**src/hdl/tir_defs.svh**
```systemverilog
/*
 * Register offsets, field positions and reset values of the tag interrupt block.
 * Assumes inclusion by bare name from the design files of this block only.
 */
// Behaviour
// RULE_01 - Bits 7 to 4 of the reader frame parameter register show the frame-size index sent by the reader.
// RULE_02 - Bits 3 to 0 of the reader frame parameter register show the card identifier given by the reader.
// RULE_03 - The reader frame parameter register is zero after power-up and after the restore-defaults command.
// RULE_04 - The reader frame parameter register only takes new values in the Level-4 protocol mode.
// RULE_05 - Main mask bits 7 and 6 default to 1 and are forced to 0 at power-up when their enable bit is set.
// RULE_06 - Main mask bits 5 to 1 default to 0 and bit 0 is reserved.
// RULE_07 - Both mask registers reload their defaults at power-up and on the restore-defaults command.
// RULE_08 - The auxiliary mask holds eight masks, all defaulting to 0.
// RULE_09 - Main flag bits 7, 6 and 5 flag power-up, entry into the active state and the wake-up command.
// RULE_10 - Receive start and end flags are set only for frames delivered into the FIFO.
// RULE_11 - The transmit end flag is set only when a transmission fed from the FIFO completes.
// RULE_12 - While receiving, the water-level flag is set when the FIFO is nearly full.
// RULE_13 - While transmitting, the water-level flag is set when the FIFO is nearly empty so the host refills it.
// RULE_14 - Main flag bit 0 is set whenever an auxiliary event is pending.
// RULE_15 - Reading the main flag register clears all its bits except bit 0.
// RULE_16 - Main flag bit 0 clears only when the auxiliary flag register is read. The code also clears it on restore-defaults when no auxiliary event is pending.
// RULE_17 - The interrupt output is high while any unmasked flag is set, and masked sources never drive it.
`ifndef TIR_DEFS_SVH
`define TIR_DEFS_SVH

`define TIR_ADDR_RFP        8'h05
`define TIR_ADDR_MAIN_MASK  8'h08
`define TIR_ADDR_AUX_MASK   8'h09
`define TIR_ADDR_MAIN_FLAGS 8'h0A
`define TIR_ADDR_AUX_FLAGS  8'h0B

`define TIR_MAIN_MASK_RST   8'hC0
`define TIR_AUX_MASK_RST    8'h00
`define TIR_RFP_RST         8'h00
`define TIR_FLAGS_RST       8'h00
`define TIR_RDATA_NONE      8'h00
`define TIR_MAIN_RD_CLR     8'hFE
`define TIR_MAIN_MASK_WMASK 8'hFE

`define TIR_BIT_PU          7
`define TIR_BIT_ACT         6
`define TIR_BIT_WAKE        5
`define TIR_BIT_RXS         4
`define TIR_BIT_RXE         3
`define TIR_BIT_TXE         2
`define TIR_BIT_WL          1
`define TIR_BIT_AUX         0

`define TIR_FSDI_HI         7
`define TIR_FSDI_LO         4
`define TIR_CID_HI          3
`define TIR_CID_LO          0

`define TIR_MODE_L4         2'h0

`endif

```
**src/hdl/tir_pkg.sv**
```systemverilog
/*
 * Types shared by the tag interrupt block: register request, event bundle, states.
 * Assumes tir_defs.svh is compiled alongside.
 */
`default_nettype none

package tir_pkg;

	// Register access from the serial slave, same clock
	typedef struct packed {
		logic       wr;
		logic       rd;
		logic [7:0] addr;
		logic [7:0] wdata;
	} tir_reg_req_t;

	// Event strobes and levels from the tag logic, same clock
	typedef struct packed {
		logic active_entry;
		logic wake_cmd;
		logic rx_start;
		logic rx_end;
		logic rx_to_fifo;
		logic tx_end;
		logic tx_from_fifo;
		logic rx_active;
		logic tx_active;
		logic fifo_near_full;
		logic fifo_near_empty;
	} tir_events_t;

	typedef enum logic {
		ST_INIT,
		ST_RUN
	} tir_state_t;

endpackage

`default_nettype wire

```
**src/hdl/tir_flag_bank.sv**
```systemverilog
/*
 * Bank of sticky event flags; a set in the same cycle as a clear wins.
 * Assumes set and clear come from logic on the same clock.
 */
`timescale 1ns/1ps
`default_nettype none

module tir_flag_bank #(
	parameter int W = 8
) (
	input  wire logic         mclk,
	input  wire logic         rst_n,
	input  wire logic [W-1:0] set,
	input  wire logic [W-1:0] clr,
	output var  logic [W-1:0] flags
);
	logic [W-1:0] flags_reg;
	logic [W-1:0] flags_next;

	// Refuse a bank with no flags while elaborating, not at run time
	if (W < 1)
	begin : g_bad_width
		$error("tir_flag_bank: W must be at least 1");
	end

	// Per-bit sticky flag; set beats clear so no event is lost
	generate
		for (genvar i = 0; i < W; i++)
		begin : g_bit
			always_comb
			begin
				flags_next[i] = set[i] | (flags_reg[i] & ~clr[i]);
			end

		end
	endgenerate

	always_ff @(posedge mclk or negedge rst_n)
	begin
		if (!rst_n)
			flags_reg <= '0;
		else
			flags_reg <= flags_next;
	end

	assign flags = flags_reg;

endmodule

`default_nettype wire

```
**src/hdl/tir_irq_ctrl.sv**
```systemverilog
/*
 * Interrupt flags, masks and reader frame parameter display of the tag front-end.
 * Assumes the serial slave, tag protocol logic and nonvolatile configuration all run on mclk;
 * the auxiliary flag register lives elsewhere and its content arrives on aux_flags.
 */
`timescale 1ns/1ps
`default_nettype none
`include "tir_defs.svh"

module tir_irq_ctrl (
	input  wire logic                 mclk,
	input  wire logic                 resetn,
	input  wire tir_pkg::tir_reg_req_t reg_req,
	output var  logic [7:0]           reg_rdata,
	input  wire tir_pkg::tir_events_t events,
	input  wire logic [7:0]           aux_flags,
	input  wire logic [1:0]           proto_mode,
	input  wire logic                 rats_valid,
	input  wire logic [3:0]           rats_fsdi,
	input  wire logic [3:0]           rats_cid,
	input  wire logic                 set_default,
	input  wire logic                 nvm_enable_powerup_irq,
	input  wire logic                 nvm_enable_active_irq,
	output var  logic                 irq
);
	import tir_pkg::*;

	logic [1:0] rst_sync_reg;
	logic       rst_n;

	tir_state_t state_reg;
	tir_state_t state_next;
	logic [7:0] main_irq_mask_reg;
	logic [7:0] main_irq_mask_next;
	logic [7:0] aux_irq_mask_reg;
	logic [7:0] aux_irq_mask_next;
	logic [7:0] reader_frame_params_reg;
	logic [7:0] reader_frame_params_next;
	logic [7:0] rdata_reg;
	logic [7:0] rdata_next;
	logic       irq_reg;
	logic       irq_next;
	logic       wl_cond_reg;
	logic       wl_cond_next;

	logic       wl_cond;
	logic       wl_rise;
	logic       rd_main;
	logic       rd_aux;
	logic [7:0] flag_set;
	logic [7:0] flag_clr;
	logic [7:0] main_irq_flags;

	// Reset release through two flops; only the second is read
	always_ff @(posedge mclk or negedge resetn)
	begin
		if (!resetn)
			rst_sync_reg <= 2'h0;
		else
			rst_sync_reg <= {rst_sync_reg[0], 1'b1};
	end

	assign rst_n = rst_sync_reg[1];

	// Water level condition; edge so a lingering level sets the flag once per crossing
	assign wl_cond = (events.rx_active & events.fifo_near_full)     // [RULE_12]
		| (events.tx_active & events.fifo_near_empty);              // [RULE_13]
	assign wl_rise = wl_cond & ~wl_cond_reg;
	assign rd_main = reg_req.rd && (reg_req.addr == `TIR_ADDR_MAIN_FLAGS);
	assign rd_aux  = reg_req.rd && (reg_req.addr == `TIR_ADDR_AUX_FLAGS);

	// Flag sources and clears
	always_comb
	begin
		flag_set = `TIR_FLAGS_RST;
		flag_set[`TIR_BIT_PU]   = (state_reg == ST_INIT);                  // [RULE_09]
		flag_set[`TIR_BIT_ACT]  = events.active_entry;                     // [RULE_09]
		flag_set[`TIR_BIT_WAKE] = events.wake_cmd;                         // [RULE_09]
		flag_set[`TIR_BIT_RXS]  = events.rx_start & events.rx_to_fifo;     // [RULE_10]
		flag_set[`TIR_BIT_RXE]  = events.rx_end & events.rx_to_fifo;       // [RULE_10]
		flag_set[`TIR_BIT_TXE]  = events.tx_end & events.tx_from_fifo;     // [RULE_11]
		flag_set[`TIR_BIT_WL]   = wl_rise;                                 // [RULE_12] [RULE_13]
		flag_set[`TIR_BIT_AUX]  = |aux_flags;                              // [RULE_14]
		flag_clr = `TIR_FLAGS_RST;
		if (set_default)
			flag_clr = ~`TIR_FLAGS_RST;
		if (rd_main)
			flag_clr = flag_clr | `TIR_MAIN_RD_CLR;                        // [RULE_15]
		if (rd_aux)
			flag_clr[`TIR_BIT_AUX] = 1'b1;                                 // [RULE_16]
	end

	tir_flag_bank #(
		.W (8)
	) u_flags (
		.mclk  (mclk),
		.rst_n (rst_n),
		.set   (flag_set),
		.clr   (flag_clr),
		.flags (main_irq_flags)
	);

	// Next values of masks, display register, read data and interrupt
	always_comb
	begin
		state_next               = ST_RUN;
		main_irq_mask_next       = main_irq_mask_reg;
		aux_irq_mask_next        = aux_irq_mask_reg;
		reader_frame_params_next = reader_frame_params_reg;
		rdata_next               = rdata_reg;
		wl_cond_next             = wl_cond;
		case (state_reg)
			ST_INIT:
			begin
				// Configuration enables unmask the two early sources
				main_irq_mask_next = `TIR_MAIN_MASK_RST;
				if (nvm_enable_powerup_irq)
					main_irq_mask_next[`TIR_BIT_PU] = 1'b0;            // [RULE_05]
				if (nvm_enable_active_irq)
					main_irq_mask_next[`TIR_BIT_ACT] = 1'b0;           // [RULE_05]
			end
			ST_RUN:
			begin
				if (reg_req.wr && reg_req.addr == `TIR_ADDR_MAIN_MASK)
					main_irq_mask_next = reg_req.wdata & `TIR_MAIN_MASK_WMASK; // [RULE_06]
				if (reg_req.wr && reg_req.addr == `TIR_ADDR_AUX_MASK)
					aux_irq_mask_next = reg_req.wdata;                 // [RULE_08]
			end
			default:
			begin
				state_next = ST_INIT;
			end
		endcase
		// Only the Level-4 engine decodes the request; other modes leave it alone
		if (rats_valid && proto_mode == `TIR_MODE_L4)                  // [RULE_04]
		begin
			reader_frame_params_next[`TIR_FSDI_HI:`TIR_FSDI_LO] = rats_fsdi; // [RULE_01]
			reader_frame_params_next[`TIR_CID_HI:`TIR_CID_LO]   = rats_cid;  // [RULE_02]
		end
		// Restore-defaults outranks any write in the same cycle
		if (set_default)
		begin
			main_irq_mask_next       = `TIR_MAIN_MASK_RST;               // [RULE_07]
			aux_irq_mask_next        = `TIR_AUX_MASK_RST;                // [RULE_07]
			reader_frame_params_next = `TIR_RFP_RST;                     // [RULE_03]
		end
		if (reg_req.rd)
		begin
			case (reg_req.addr)
				`TIR_ADDR_RFP:        rdata_next = reader_frame_params_reg;
				`TIR_ADDR_MAIN_MASK:  rdata_next = main_irq_mask_reg;
				`TIR_ADDR_AUX_MASK:   rdata_next = aux_irq_mask_reg;
				`TIR_ADDR_MAIN_FLAGS: rdata_next = main_irq_flags;
				`TIR_ADDR_AUX_FLAGS:  rdata_next = aux_flags;
				default:              rdata_next = `TIR_RDATA_NONE;
			endcase
		end
		// Bit 0 carries the aux summary, so auxiliary sources use their own masks
		irq_next = (|(main_irq_flags & ~main_irq_mask_reg & `TIR_MAIN_MASK_WMASK))
			| (|(aux_flags & ~aux_irq_mask_reg));                         // [RULE_17]
	end

	always_ff @(posedge mclk or negedge rst_n)
	begin
		if (!rst_n)
		begin
			state_reg               <= ST_INIT;
			main_irq_mask_reg       <= `TIR_MAIN_MASK_RST;
			aux_irq_mask_reg        <= `TIR_AUX_MASK_RST;
			reader_frame_params_reg <= `TIR_RFP_RST;
			rdata_reg               <= `TIR_RDATA_NONE;
			irq_reg                 <= 1'b0;
			wl_cond_reg             <= 1'b0;
		end
		else
		begin
			state_reg               <= state_next;
			main_irq_mask_reg       <= main_irq_mask_next;
			aux_irq_mask_reg        <= aux_irq_mask_next;
			reader_frame_params_reg <= reader_frame_params_next;
			rdata_reg               <= rdata_next;
			irq_reg                 <= irq_next;
			wl_cond_reg             <= wl_cond_next;
		end
	end

	assign reg_rdata = rdata_reg;
	assign irq       = irq_reg;
endmodule

`default_nettype wire

```
**config.mk**
```make
export PLATFORM = sky130hd
export DESIGN_NAME = tir_irq_ctrl
export DESIGN_NICKNAME = d
export VERILOG_FILES = /design/src/hdl/tir_pkg.sv /design/src/hdl/tir_flag_bank.sv /design/src/hdl/tir_irq_ctrl.sv
export VERILOG_INCLUDE_DIRS = /design/src /design/src/hdl
export SDC_FILE = /design/constraint.sdc
export NUM_CORES = 1
export LEC_CHECK = 0
export BUFFER_PORTS_ARGS = -buffer_cell sky130_fd_sc_hd__buf_2
export CAP_MARGIN = 30
export CORE_MARGIN = 2
export CORE_UTILIZATION = 55
export CTS_CLUSTER_DIAMETER = 40
export DETAILED_ROUTE_END_ITERATION = 8
export PLACE_DENSITY = 0.84
export REMOVE_ABC_BUFFERS = 1
export SYNTH_ARGS = -nofsm -noshare
export SYNTH_HDL_FRONTEND = slang
export SYNTH_SLANG_ARGS = --single-unit
```
**constraint.sdc**
```tcl
create_clock -name mclk -period 3.2 [get_ports mclk]
set_clock_uncertainty 0.1 [all_clocks]
set_input_delay 0.64 -clock mclk [delete_from_list [all_inputs] [get_ports mclk]]
set_output_delay 0.64 -clock mclk [all_outputs]
set_load 0.01 [all_outputs]
```
# [Word-level counts from Yosys, hierarchy flattened]
# Index checks and enable logic that the tools add are counted.
[classes] eq_ne=6 muxes=14 n_bitwise=38 reduce_logical=13
[ops] operator="$mux W8" n=9
[ops] operator="$pmux W8 S5" n=1
[ops] operator="$eq A8 B4 Y1 const B" n=4
[ops] operator="$and A8 B8 Y8" n=2
[ops] operator="$not A8 Y8" n=2
[ops] operator="$pmux W8 S2" n=1
[ops] operator="$reduce_or A8 Y1" n=2
[ops] operator="$and A1 B1 Y1" n=14
[ops] operator="$not A1 Y1" n=10
[ops] operator="$or A1 B1 Y1" n=10
[ops] operator="$eq A8 B3 Y1 const B" n=1
[ops] operator="$reduce_or A7 Y1" n=1
[ops] operator="$reduce_bool A2 Y1" n=3
[ops] operator="$logic_and A1 B1 Y1" n=5
[ops] operator="$mux W1" n=3
[ops] operator="$ne A3 B2 Y1 const B" n=1
[ops] operator="$logic_not A2 Y1" n=1
[ops] operator="$reduce_and A2 Y1" n=1
[totals] ff_bits=45 input_bits=53 output_inout_bits=9 wordCells=80

# [Logic depth before layout (Yosys ltp)]
[logic_depth] ltp_word=7 depth_mapped=6 ltp_nobuf=4

# [Hierarchy]
# Synthesis repeated with hierarchy kept, for this count alone.
[hier_totals] cells_unflattened=213 hier_area_um2=2235.9
[modules_own_cells] module="tir_irq_ctrl" instances=1 cells_each=189 area_each_um2=1945.6 seq_area_each_um2=903.4
[modules_own_cells] module="tir_flag_bank" instances=1 cells_each=24 area_each_um2=290.3 seq_area_each_um2=200.2

# [Worst setup path before layout]
# No wires, ideal clock.
[synth_timing] kind="input -> register" from="input reg_req[13] (netlist name)" to="register main_irq_mask_reg[1]" t_arrival_ns=2.018 path_slack_ns=0.952 path_stages=5 n_path_buf=1 cell_sequence="or4_1 > clkbuf_2 > nor4_4 > mux2i_1 > nor2_1"
[synth_via] elab_chain_len=3
[synth_lines] element="from (decl)" line_no="tir_irq_ctrl.sv:13" source="input wire tir_pkg::tir_reg_req_t reg_req,"
[synth_lines] element="$eq A8 B4 Y1"
[synth_lines] element="$logic_and A1 B1 Y1 (no line)"
[synth_lines] element="$ne A3 B2 Y1 (no line)"
[synth_lines] element="to (signal assigned)" line_no="tir_irq_ctrl.sv:168" source="main_irq_mask_reg <= `TIR_MAIN_MASK_RST;"
[synth_lines] element="to (signal assigned)" line_no="tir_irq_ctrl.sv:178" source="main_irq_mask_reg <= main_irq_mask_next;"
[synth_lines] element="to (decl)" line_no="tir_irq_ctrl.sv:33" source="logic [7:0] main_irq_mask_reg;"
# No other way between the ends.
# A chain may end at the register's enable or synchronous reset.

# [Final worst setup path]
[layout_timing] from="input reg_req[13] (netlist name)" to="register main_irq_mask_reg[2]"
# The elaborated chain is that of the path after synthesis.

==> results.sh <==
export IMPL_syn_area_um2=2190
export IMPL_first_iter_violations=137
export IMPL_seq_area_um2=1100
export IMPL_grt_pass1_vias=1795
export IMPL_setup_viol=0
export IMPL_die_h_um=67.1
export IMPL_placed_cells=306
export IMPL_hold_class="in -> async"
export IMPL_cts_tree="done"
export IMPL_grt_setup_unrepaired="false"
export IMPL_required_ns=3.28
export IMPL_seq_area_frac_synth_pct=50.4
export IMPL_route_vias_total=1867
export IMPL_cp_start_kind="input pin"
export IMPL_nets=318
export IMPL_grt_overflow_total=0
export IMPL_antenna_found_initial=0
export IMPL_worst_pin_slew_ns=0.917
export IMPL_wirelength_um=5270
export IMPL_cp_startpoint="reg_req[13]"
export IMPL_synth_avg_cell_area_um2=10.7
export IMPL_reg2reg_depth=3
export IMPL_drc=0
export IMPL_rows=22
export IMPL_use_met1_pct=36.3
export IMPL_fin_setup_tns_ns=0
export IMPL_fmax_ghz=0.451
export IMPL_cp_max_fo=7
export IMPL_port_buffers=61
export IMPL_netlist_area_leader_share_pct=48.0
export IMPL_cp_slowest_stage_delay_ns=0.69
export IMPL_relSlewSlack_pct=38.8
export IMPL_ys_warn_count=0
export IMPL_use_met2_pct=44.6
export IMPL_grt_pass1_wl_um=8700
export IMPL_yosysMostFrequentCell="dfrtp_1"
export IMPL_dr_pass1_iters=4
export IMPL_core_area_um2=3740
export IMPL_drive_above_1_share_pct=30.8
export IMPL_die_area_um2=4500
export IMPL_synth_common_cells="42 x dfrtp_1, 30 x nor2_1, 21 x mux2i_1"
export IMPL_multiInputGateArea_um2=971
export IMPL_async_reset_ff_share_pct=100
export IMPL_worstReg2RegStart="main_irq_mask_reg[1]"
export IMPL_cts_resized=0
export IMPL_cts_buffers=5
export IMPL_p_per_area_nw_per_um2=412
export IMPL_reg2reg_to="reg_rdata[1]"
export IMPL_synthTopCellsByArea="dfrtp_1 48%, mux2i_1 9.6%, nor2_1 5.1%"
export IMPL_crit_path_end="main_irq_mask_reg[2]"
export IMPL_p_leak_nw=1.28
export IMPL_holdBufCountCts=0
export IMPL_min_period_over_period_pct=69.2
export IMPL_diodes=0
export IMPL_rrSetupSlack_ns=1.74
export IMPL_dp_hpwl_um=4000
export IMPL_arrival_ns=2.29
export IMPL_post_drt_wl_per_cell_um=16.8
export IMPL_path_class="in -> reg"
export IMPL_cts_buffer_depth=2
export IMPL_ios=62
export IMPL_die_width_um=67.1
export IMPL_htreeDepth=2
export IMPL_outcome="finished, final reports clean"
export IMPL_final_util_pct=70.2
export IMPL_path_clk_slew_ns=0.08
export IMPL_area_delta_synth_final_pct=20.0
export IMPL_synthCells=204
export IMPL_min_period_ns=2.22
export IMPL_yosys_area_top_type="dfrtp_1"
export IMPL_path_cells="buf_2 -> or4_1 -> nor4_4 -> mux2i_1 -> nor2_1"
export IMPL_maxSlewViolCount=0
export IMPL_grt_met3_usage_pct=5.41
export IMPL_busiest_layer="met2"
export IMPL_synth_main_ff_cell="dfrtp_1"
export IMPL_cp_slowest_cell="or4_1"
export IMPL_max_vdd_ir_drop_mv=0.317
export IMPL_fillers=313
export IMPL_grt_usage_pct=27.1
export IMPL_cts_sinks=44
export IMPL_endpoint_kind="flip-flop"
export IMPL_fin_cells=314
export IMPL_synth_edf_count=0
export IMPL_root_buffer="clkbuf_8"
export IMPL_initial_core_util_pct=58.5
export IMPL_finalHoldViolCount=0
export IMPL_ant_nets=0
export IMPL_yosysUniqueCellTypes=37
export IMPL_globalplace_congestion=0.923
export IMPL_clock_latency_ns=0.30
export IMPL_grt_max_degree=23
export IMPL_cts_setup_buffers=0
export IMPL_drv_cap=0
export IMPL_via_per_inst=5.95
export IMPL_synth_seq_cells=44
per-layer routing:
metal | share of wire, % | vias to the layer above | wire, um
met1 | 42 | 932 | 2230
met4 | 1.3 | 0 | 68
met5 | 0 | - | 0
met2 | 51 | 56 | 2680
li1 | - | 871 | -
met3 | 5.3 | 8 | 280
logic make-up after synthesis:
kind of cell | count (synthesis) | share of synthesized area, %
DFF | 44 | 50.4
and+or+nand+nor | 56 | 13.6
other | 1 | 0.171
muxes | 29 | 15.3
AOI/OAI and AO/OA | 43 | 15.1
buffers and inverters | 31 | 5.43
worst min path at each step:
stage / start / to / slack, ns / cells past startpoint
final: resetn / rst_sync_reg[0] / 0.01 / 1
after global routing: resetn / rst_sync_reg[1] / 0.003 / 1
after CTS: resetn / rst_sync_reg[0] / 0.004 / 1
after detailed placement: rst_sync_reg[0] / rst_sync_reg[1] / 0.24 / 0
after global placement: rst_sync_reg[0] / rst_sync_reg[1] / 0.23 / 0
after floorplan: rst_sync_reg[0] / rst_sync_reg[1] / 0.23 / 0
worst max-delay path, delay by kind of cell:
kind                   cells  cell delay (ns)
buffers and inverters      1             0.10
AND/OR/NAND/NOR            3             1.28
multiplexers               1             0.26
through the flow:
stage / worst slack, ns / hold WS [ns] / area [um2] / power [mW]
3_3_place_gp: 0.724 / 0.233 / 2540 / 0.733
4_1_cts: 0.989 / 0.00448 / 2630 / 1.09
3_5_place_dp: 0.673 / 0.238 / 2540 / 0.737
5_1_grt: 0.908 / 0.00315 / 2630 / 1.13
2_1_floorplan: 0.934 / 0.231 / 2150 / 0.661
6_report: 0.985 / 0.0126 / 2630 / 1.08
where the power goes:
group,total (mW),leakage [nW],internal [mW],switching (mW)
registers,0.595,0.564,0.576,0.0191
clock network,0.355,0.0455,0.176,0.179
logic,0.132,0.674,0.0616,0.0705
total,1.08,1.28,0.813,0.268
cell type report:
type                       instances  share of cell area [%]
sequential                        44                    42.0
tap                               48                    2.29
clock buffer                       8                    3.43
timing repair buffer              64                    12.5
inverter                          20                    2.86
multi-input combinational        130                    37.0
placed cells by master, fill, tap and decap left out, types with 2 or more instances in the layout:
| cell type | synthesis | layout |
|---|---|---|
| nor3_1 | 2 | 2 |
| o21ai_0 | 4 | 4 |
| dfrtp_1 | 42 | 42 |
| a21oi_1 | 4 | 4 |
| mux4_2 | 3 | 3 |
| nand2b_1 | 4 | 4 |
| mux2_2 | 5 | 5 |
| o22ai_1 | 5 | 5 |
| conb_1 | 1 | 2 |
| nand2_1 | 3 | 3 |
| nor4_1 | 4 | 4 |
| clkbuf_1 | 5 | 2 |
| a32oi_1 | 8 | 8 |
| a22oi_1 | 4 | 4 |
| and3b_1 | 3 | 3 |
| a221oi_1 | 3 | 3 |
| a21o_1 | 2 | 2 |
| clkbuf_8 | 0 | 6 |
| nand3_1 | 2 | 2 |
| nor2_1 | 30 | 30 |
| dfstp_2 | 2 | 2 |
| a22o_1 | 6 | 6 |
| o32a_1 | 4 | 4 |
| buf_4 | 0 | 3 |
| nor2b_1 | 2 | 2 |
| mux2i_1 | 21 | 21 |
| buf_2 | 1 | 61 |
| inv_1 | 20 | 20 |
Note: power is estimated with default switching activity, not from simulation.
